<file path="src/rtl/plb_params.svh">
`ifndef PLB_PARAMS_SVH
`define PLB_PARAMS_SVH
`define PLB_ADDR_W          5
`define PLB_DATA_W          16
`define PLB_OFS_LOOP_CTRL   5'h13
`define PLB_OFS_ERR_TALLY   5'h14
`define PLB_LOOP_RESET      16'h1041
`define PLB_TALLY_RESET     16'h0000
`define PLB_TALLY_MAX       16'hFFFF
`define PLB_BIT_ALLDIG      12
`define PLB_BIT_LINEDRV     10
`define PLB_BIT_FAREND      9
`define PLB_BIT_RXSUP       8
`define PLB_BIT_CABLE       7
`define PLB_BIT_TXMUTE      6
`define PLB_BIT_LINKGOOD    0
`define PLB_RSV_RW_HI       15
`define PLB_RSV_RW_LO       13
`define PLB_BIT_RSV_RO      11
`define PLB_RSV_RO_HI       5
`define PLB_RSV_RO_LO       1
`define PLB_LOOP_WMASK      16'hF7C1
`define PLB_NIBBLE_W        4
`endif

</file>
<file path="src/rtl/plb_pkg.sv">
`default_nettype none
package plb_pkg;
  typedef struct packed {
    logic [3:0] data;
    logic       valid;
    logic       err;
  } plb_mii_t;

  typedef struct packed {
    logic       rd;
    logic       wr;
    logic [4:0] addr;
    logic [15:0] wdata;
  } plb_mgmt_req_t;
endpackage
`default_nettype wire

</file>
<file path="src/rtl/plb_sync2.sv">
`default_nettype none
module plb_sync2 (
  input  wire logic clk,   // Core clock
  input  wire logic rst_n, // Async reset, active low
  input  wire logic d,     // Asynchronous level
  output logic      q      // Synchronised level
);
  logic meta_q;

  always_ff @(posedge clk or negedge rst_n) begin
    if (!rst_n) begin
      meta_q <= 1'b0;
      q      <= 1'b0;
    end else begin
      meta_q <= d;
      q      <= meta_q;
    end
  end
endmodule
`default_nettype wire

</file>
<file path="src/rtl/plb_loopback_regs.sv">
`include "plb_params.svh"
`default_nettype none
module plb_loopback_regs
  import plb_pkg::*;
(
  input  wire logic          clk,                // 50 MHz core clock
  input  wire logic          rst_n,              // Async reset, active low
  input  wire plb_mgmt_req_t mgmtReq,            // One-cycle read/write
  output logic [15:0]        mgmtRdata,          // Read data, registered
  output logic               mgmtRvalid,         // Read data valid pulse
  input  wire logic          stdLoopback,        // Standard loopback bit
  input  wire logic          diagClockEnable,    // Diagnostic clock enable
  input  wire logic          linkUpRaw,          // Link up, async status
  input  wire logic          checkerErr,         // Frame checker error pulse
  input  wire plb_mii_t      macTx,              // From MAC transmit side
  input  wire plb_mii_t      adcRx,              // Receive path from ADC
  input  wire plb_mii_t      echoRx,             // Receive with echo cancel off
  output plb_mii_t           macRx,              // To MAC receive side
  output plb_mii_t           dacTx,              // To line driver path
  output logic               mediaTxEnable,      // Media transmit not muted
  output logic               echoCancelBypass,   // Keep own signal at receiver
  output logic               linkStatusGood,     // Reported link status
  output logic               allDigitalActive,   // Mode status
  output logic               lineDriverActive,   // Mode status
  output logic               farEndActive,       // Mode status
  output logic               cableLoopActive     // Mode status
);
  ////////////////////////////////////////////////////////////////////////////
  logic        rstMeta_q;
  logic        rstSync_q;
  logic        linkUp;
  logic [15:0] loopCtrl_q;
  logic [15:0] tally_q;
  logic [15:0] tally_d;
  logic        selAllDig;
  logic        selLineDrv;
  logic        selFarEnd;
  logic        selCable;
  logic        anyLoop;
  logic        countErr;
  logic        tallyRead;

  // Reset is released synchronously so no flop leaves reset mid-edge
  always_ff @(posedge clk or negedge rst_n) begin
    if (!rst_n) begin
      rstMeta_q <= 1'b0;
      rstSync_q <= 1'b0;
    end else begin
      rstMeta_q <= 1'b1;
      rstSync_q <= rstMeta_q;
    end
  end

  plb_sync2 u_link_sync (
    .clk   (clk),
    .rst_n (rstSync_q),
    .d     (linkUpRaw),
    .q     (linkUp)
  );

  ////////////////////////////////////////////////////////////////////////////
  // Loop control register; only writable bits ever change
  always_ff @(posedge clk or negedge rstSync_q) begin
    if (!rstSync_q) begin
      loopCtrl_q <= `PLB_LOOP_RESET;
    end else if (mgmtReq.wr && mgmtReq.addr == `PLB_OFS_LOOP_CTRL) begin
      loopCtrl_q <= mgmtReq.wdata & `PLB_LOOP_WMASK;
    end
  end

  ////////////////////////////////////////////////////////////////////////////
  assign tallyRead = mgmtReq.rd && mgmtReq.addr == `PLB_OFS_ERR_TALLY;
  assign countErr  = checkerErr && diagClockEnable;

  always_comb begin
    tally_d = tally_q;
    if (tallyRead) begin
      tally_d = countErr ? 16'h0001 : `PLB_TALLY_RESET;
    end else if (countErr && tally_q != `PLB_TALLY_MAX) begin
      tally_d = tally_q + 16'h0001;
    end
  end

  // Tally ignores writes entirely
  always_ff @(posedge clk or negedge rstSync_q) begin
    if (!rstSync_q) begin
      tally_q <= `PLB_TALLY_RESET;
    end else begin
      tally_q <= tally_d;
    end
  end

  always_ff @(posedge clk or negedge rstSync_q) begin
    if (!rstSync_q) begin
      mgmtRdata  <= 16'h0000;
      mgmtRvalid <= 1'b0;
    end else begin
      mgmtRvalid <= mgmtReq.rd;
      if (mgmtReq.rd) begin
        unique case (mgmtReq.addr)
          `PLB_OFS_LOOP_CTRL: mgmtRdata <= loopCtrl_q;
          `PLB_OFS_ERR_TALLY: mgmtRdata <= tally_q;
          default:            mgmtRdata <= 16'h0000;
        endcase
      end
    end
  end

  ////////////////////////////////////////////////////////////////////////////
  // Mode decode; cable loop is only honoured with standard loopback clear
  assign selAllDig  = stdLoopback && loopCtrl_q[`PLB_BIT_ALLDIG];
  assign selLineDrv = stdLoopback && !selAllDig
                      && loopCtrl_q[`PLB_BIT_LINEDRV];
  assign selFarEnd  = !stdLoopback && loopCtrl_q[`PLB_BIT_FAREND]
                      && linkUp;
  assign selCable   = !stdLoopback && !selFarEnd
                      && loopCtrl_q[`PLB_BIT_CABLE];
  assign anyLoop    = selAllDig || selLineDrv || selFarEnd || selCable;

  always_ff @(posedge clk or negedge rstSync_q) begin
    if (!rstSync_q) begin
      allDigitalActive <= 1'b0;
      lineDriverActive <= 1'b0;
      farEndActive     <= 1'b0;
      cableLoopActive  <= 1'b0;
      echoCancelBypass <= 1'b0;
      mediaTxEnable    <= 1'b0;
      linkStatusGood   <= 1'b0;
    end else begin
      allDigitalActive <= selAllDig;
      lineDriverActive <= selLineDrv;
      farEndActive     <= selFarEnd;
      cableLoopActive  <= selCable;
      echoCancelBypass <= selLineDrv || selCable;
      mediaTxEnable    <= !(selAllDig && loopCtrl_q[`PLB_BIT_TXMUTE]);
      linkStatusGood   <= (stdLoopback && loopCtrl_q[`PLB_BIT_LINKGOOD])
                          || linkUp;
    end
  end

  ////////////////////////////////////////////////////////////////////////////
  // Datapath muxes, one register stage each way
  always_ff @(posedge clk or negedge rstSync_q) begin
    if (!rstSync_q) begin
      macRx <= '0;
      dacTx <= '0;
    end else begin
      if (anyLoop && loopCtrl_q[`PLB_BIT_RXSUP]) begin
        macRx <= '0;
      end else if (selAllDig) begin
        macRx <= macTx;
      end else if (selLineDrv || selCable) begin
        macRx <= echoRx;
      end else begin
        macRx <= adcRx;
      end
      if (selFarEnd) begin
        dacTx <= adcRx;
      end else if (selAllDig) begin
        dacTx <= macTx;
      end else begin
        dacTx <= macTx;
      end
    end
  end
endmodule
`default_nettype wire

</file>
<file path="config.mk">
export PLATFORM = sky130hd
export DESIGN_NAME = plb_loopback_regs
export DESIGN_NICKNAME = d
export VERILOG_FILES = /design/src/rtl/plb_pkg.sv /design/src/rtl/plb_sync2.sv /design/src/rtl/plb_loopback_regs.sv
export VERILOG_INCLUDE_DIRS = /design/src /design/src/rtl
export SDC_FILE = /design/constraint.sdc
export NUM_CORES = 1
export LEC_CHECK = 0
export BUFFER_PORTS_ARGS = -buffer_cell sky130_fd_sc_hd__buf_2
export CAP_MARGIN = 5
export CORE_MARGIN = 2
export CORE_UTILIZATION = 50
export DETAILED_ROUTE_END_ITERATION = 10
export PLACE_DENSITY = 0.89
export SETUP_SLACK_MARGIN = 0.05
export SLEW_MARGIN = 25
export SYNTH_ARGS = -nofsm -noshare
export SYNTH_HDL_FRONTEND = slang
export SYNTH_SLANG_ARGS = --single-unit
</file>
<file path="constraint.sdc">
create_clock -name clk -period 2.4 [get_ports clk]
set_clock_uncertainty 0.15 [all_clocks]
set_input_delay 0.24 -clock clk [delete_from_list [all_inputs] [get_ports clk]]
set_output_delay 0.24 -clock clk [all_outputs]
set_load 0.01 [all_outputs]
</file>
# Word level (Yosys, flattened, before mapping)
# Cells that the tools add are included.
# word_totals
reg_bits	66
in_bits	47
word_cells	57
# op_classes
n_addsub	1
eq_ne	3
mux	8
n_reduce_logical	24
# ops
cell	count
$mux 16	2
$pmux 16 s2	1
$mux 6	4
$add 16x1->16 const B	1
$ne 16x16->1 const B	1
$logic_and 1x1->1	14
$eq 5x5->1 const B	2
$logic_or 1x1->1	5
$logic_not 1->1	4
$reduce_bool 2->1	1
$mux 1	1

# Logic depth before layout (Yosys ltp)
# logic_depth
depth_word	10
ltp_mapped	7
ltp_nobuf	5

# By module
# From an unflattened synthesis, not the netlist that was laid out.
# hier_totals
cells_unflattened	237
area_unflattened_um2	2916.5
# by_module_without_submodules
mod	n_inst	cells_per_inst	area_per_inst_um2	seq_area_each_um2
plb_loopback_regs	1	235	2866.5	1605.3
plb_sync2	1	2	50.0	50.0

# Worst setup path after synthesis
# No wires, ideal clock.
# synth_path
path_type	reg2reg
start	register tally_q[9]
end	register tally_q[3]
arrival_time_ns	1.556
t_required_ns	2.184
slack_ns	0.628
stages_incl_launch_ff	8
path_buffers	2
path_cell_list	dfrtp_1 and4_1 buf_6 nand4_4 o21ai_2 buf_6 or4_1 nand2_1
# synth_between
elab_chain_cells	3
# synth_lines
item	line_no	source
start: declaration	plb_loopback_regs.sv:33	logic [15:0] tally_q;
start signal: assignment	plb_loopback_regs.sv:87	tally_q <= `PLB_TALLY_RESET;
start signal: assignment	plb_loopback_regs.sv:89	tally_q <= tally_d;
$ne 16x16->1 (no source line)	n/a	
$logic_and 1x1->1 (no source line)	n/a	
$reduce_bool 2->1 (no source line)	n/a	
# No other way between the ends.
# A chain may end at the register's enable or synchronous reset.

# Final worst setup path
# layout_path
start	register loopCtrl_q[9]
end	register dacTx[3] (netlist name)
# layout_between
elab_chain_cells	3
# layout_lines
item	line_no	source
start: declaration	plb_loopback_regs.sv:32	logic [15:0] loopCtrl_q;
start signal: assignment	plb_loopback_regs.sv:65	loopCtrl_q <= `PLB_LOOP_RESET;
start signal: assignment	plb_loopback_regs.sv:67	loopCtrl_q <= mgmtReq.wdata & `PLB_LOOP_WMASK;
$logic_and 1x1->1 (2 in series)	plb_loopback_regs.sv:114	assign selFarEnd = !stdLoopback && loopCtrl_q[`PLB_BIT_FAREND]
net selFarEnd	plb_loopback_regs.sv:37	logic selFarEnd;
$mux 6	plb_loopback_regs.sv:157	if (selFarEnd) begin
end signal: assignment	plb_loopback_regs.sv:158	dacTx <= adcRx;
end signal: assignment	plb_loopback_regs.sv:160	dacTx <= macTx;
end signal: assignment	plb_loopback_regs.sv:162	dacTx <= macTx;
end: declaration	plb_loopback_regs.sv:19	output plb_mii_t dacTx,
# The timed path passes the listed nets, and every way through them passes these cells.

==> metrics.yaml <==
status: "completed"
rows: 27
nFillCells: 403
wl_per_cell_um: 17.2
synth-edff-count: 0
syn_area_per_cell_um2: 11.7
fin_total_pwr_mw: 2.59
yosysMostFrequentCell: "dfrtp_1"
leakagePower_nw: 1.76
clockRootBuffer: "clkbuf_8"
core_area_um2: 5510
drv_cap: 0
num_antenna_cells: 0
fin_ws_ns: 0.292
synth_largest_area_cell: "dfrtp_1"
synth_ff_type: "dfrtp_1"
dp_cells: 386
cts_inserted_buffers: 9
die_y_um: 79.5
grt_pass1_vias: 2457
synth_top_area_share_pct: 55.3
die_area_um2: 6320
grt_pass1_wl_um: 11600
met2WireLength_um: 3720
power_density_nw_per_um2: 698
firstDrtPassIters: 4
drt.antenna.violating_nets: 0
viasPerCell: 5.58
final_nets: 395
setup_tns_ns: 0
cts.clk_slew.worst_paths_ns: 0.08
io_pins: 83
mappedNetlistNets: 291
fin_area_um2: 3710
synth_commonest_cells: "dfrtp_1 (63), nand2_1 (23), mux2_2 (16), nor2_1 (14), o21ai_0 (13)"
hold_path_class: "in -> reg"
peakVddDrop_uv: 437
netlist_area_um2: 2850
ys_seq_area_share_pct: 58.1
rsz0062_at_grt: "false"
wl_met3_um: 495
cp_slowest_cell: "dlygate4sd3_1"
cts_tree: "yes"
yosysWarnings: 0
antenna_found_initial: 0
arrival_ns: 2.19
top_layer: "met4"
io_buffers: 76
globalplace.congestion: 0.806
layout_min_cycle_time_ns: 2.11
syn_inst: 243
placed_area_um2: 3320
worst_slew_pin_slew_ns: 0.567
drc_errors: 0
die_w_um: 79.5
setup-violations-final: 0
hpwl_um: 4400
grt_max_degree: 41
layoutNonFillerInstCount: 424
hold_violations: 0
startpoint_type: "flip-flop"
synth_area_leaders: "dfrtp_1 (55%), mux2_2 (6.3%), nand2_1 (3.0%), dfstp_2 (2.8%), a221o_1 (2.5%)"
crit_buf_inv: 1
wirelength_um: 7280
start_util_pct: 51.8
cts_buffer_depth: 2
areaGrowthSynthToFinish_pct: 30.2
slew_viol_final: 0
final_util_pct: 67.4
num_vias: 2367
crit_family: "buffers and inverters"
critical_path_required_ns: 2.48
holdWs_ns: 0.0365
max-slew-margin-rel_pct: 62.2
ys_types: 46
path_class: "reg -> reg"
post-place-ws_ns: 0.391
cp_max_fo: 8
max_stage_delay_ns: 0.57
clk_latency_ns: 0.34
globalRouteOverflowTotal: 0
drive_above_1_share_pct: 36.6
clock-sinks: 66
end_kind: "flip-flop"
postSynth.asyncResetShare_pct: 100
fin_crit_sh_pct: 87.8
crit_path_cell_trace: "nand2_1 -> nor2_2 -> mux2_2 -> dlygate4sd3_1"
ys_ff_latch: 66
fmax_mhz: 474
first_iter_violations: 190
track_usage_pct: 24.5
htreeDepth: 3
wl_met1_um: 2780
[cell families after synthesis]
family / share of synthesized area, %
simple gates: 14.7
other cells: 0.132
xor+xnor: 1.23
compound gates: 13.5
fa+ha+maj: 0.439
mux: 8.78
flops: 58.1
buf+inv: 3.25
[worst register-to-register path, stage by stage, from the launching register on]
cell and delay (ns):
dfrtp_1 0.37, nand2_1 0.10, nor2_2 0.39, mux2_2 0.43, dlygate4sd3_1 0.57
[where the power goes]
group / switching [mW] / internal (mW) / total [mW]
registers: 0.116 / 1.24 / 1.36
logic: 0.204 / 0.200 / 0.404
clock network: 0.434 / 0.394 / 0.828
[state kept, by name (all words and copies together), names as in the netlist]
signal,flops
farEndActive,1
mgmtRvalid,1
u_link_sync.q,1
allDigitalActive,1
mgmtRdata,16
loopCtrl_q,10
dacTx,6
u_link_sync.meta_q,1
mediaTxEnable,1
rstSync_q,1
tally_q,16
macRx,6
echoCancelBypass,1
cableLoopActive,1
lineDriverActive,1
linkStatusGood,1
rstMeta_q,1
[what timing repair did]
action,4_1_cts,5_1_grt
hold buffers,21,1
setup buffers,0,0
setup endpoints to repair,0,2
endpoints found under the hold margin,19,1
gates resized for setup,0,1
[cells in the final DEF, fill, tap and decap left out, drive strengths merged, types with 6 or more instances in the layout]
cell type	synthesis	routed
buf	6	80
dfrtp	63	63
nand2	23	23
dlygate4sd3	0	22
mux2	16	16
o21ai	15	15
nor2	14	14
inv	10	10
clkbuf	3	10
nand3	9	9
nor2b	8	8
a221o	8	8
mux2i	7	7
a211oi	6	6
a21oi	6	6
[per-layer routing]
metal / up-vias / track usage (%)
met4: 0 / 10.3
met1: 1173 / 28.5
met2: 91 / 42.2
met3: 22 / 7.01
li1: 1081 / -
met5: - / 0
[area by class of cell]
class | count | area [um2] | area share [%]
Timing Repair Buffer | 102 | 643 | 17.3
Clock inverter | 6 | 32.5 | 0.876
Multi-Input combinational cell | 158 | 1110 | 30.0
Inverter | 10 | 37.5 | 1.01
Sequential cell | 66 | 1660 | 44.6
Clock buffer | 10 | 138 | 3.71
Tap cell | 72 | 90.1 | 2.43
[path summary, 6_finish.rpt]
kind	start	end	slack, ns	depth (start not counted)
setup / recovery	loopCtrl_q[9]	dacTx[3]	0.29	4
hold reg to reg	rstSync_q	tally_q[14]	0.11	0
max in group asynchronous	rstSync_q	loopCtrl_q[12]	1.31	1
setup reg to reg	loopCtrl_q[9]	dacTx[3]	0.29	4
min in group asynchronous	rst_n	rstSync_q	0.07	2
hold / removal	macTx[2]	dacTx[2]	0.04	2
(Power assumes the default switching activity.)
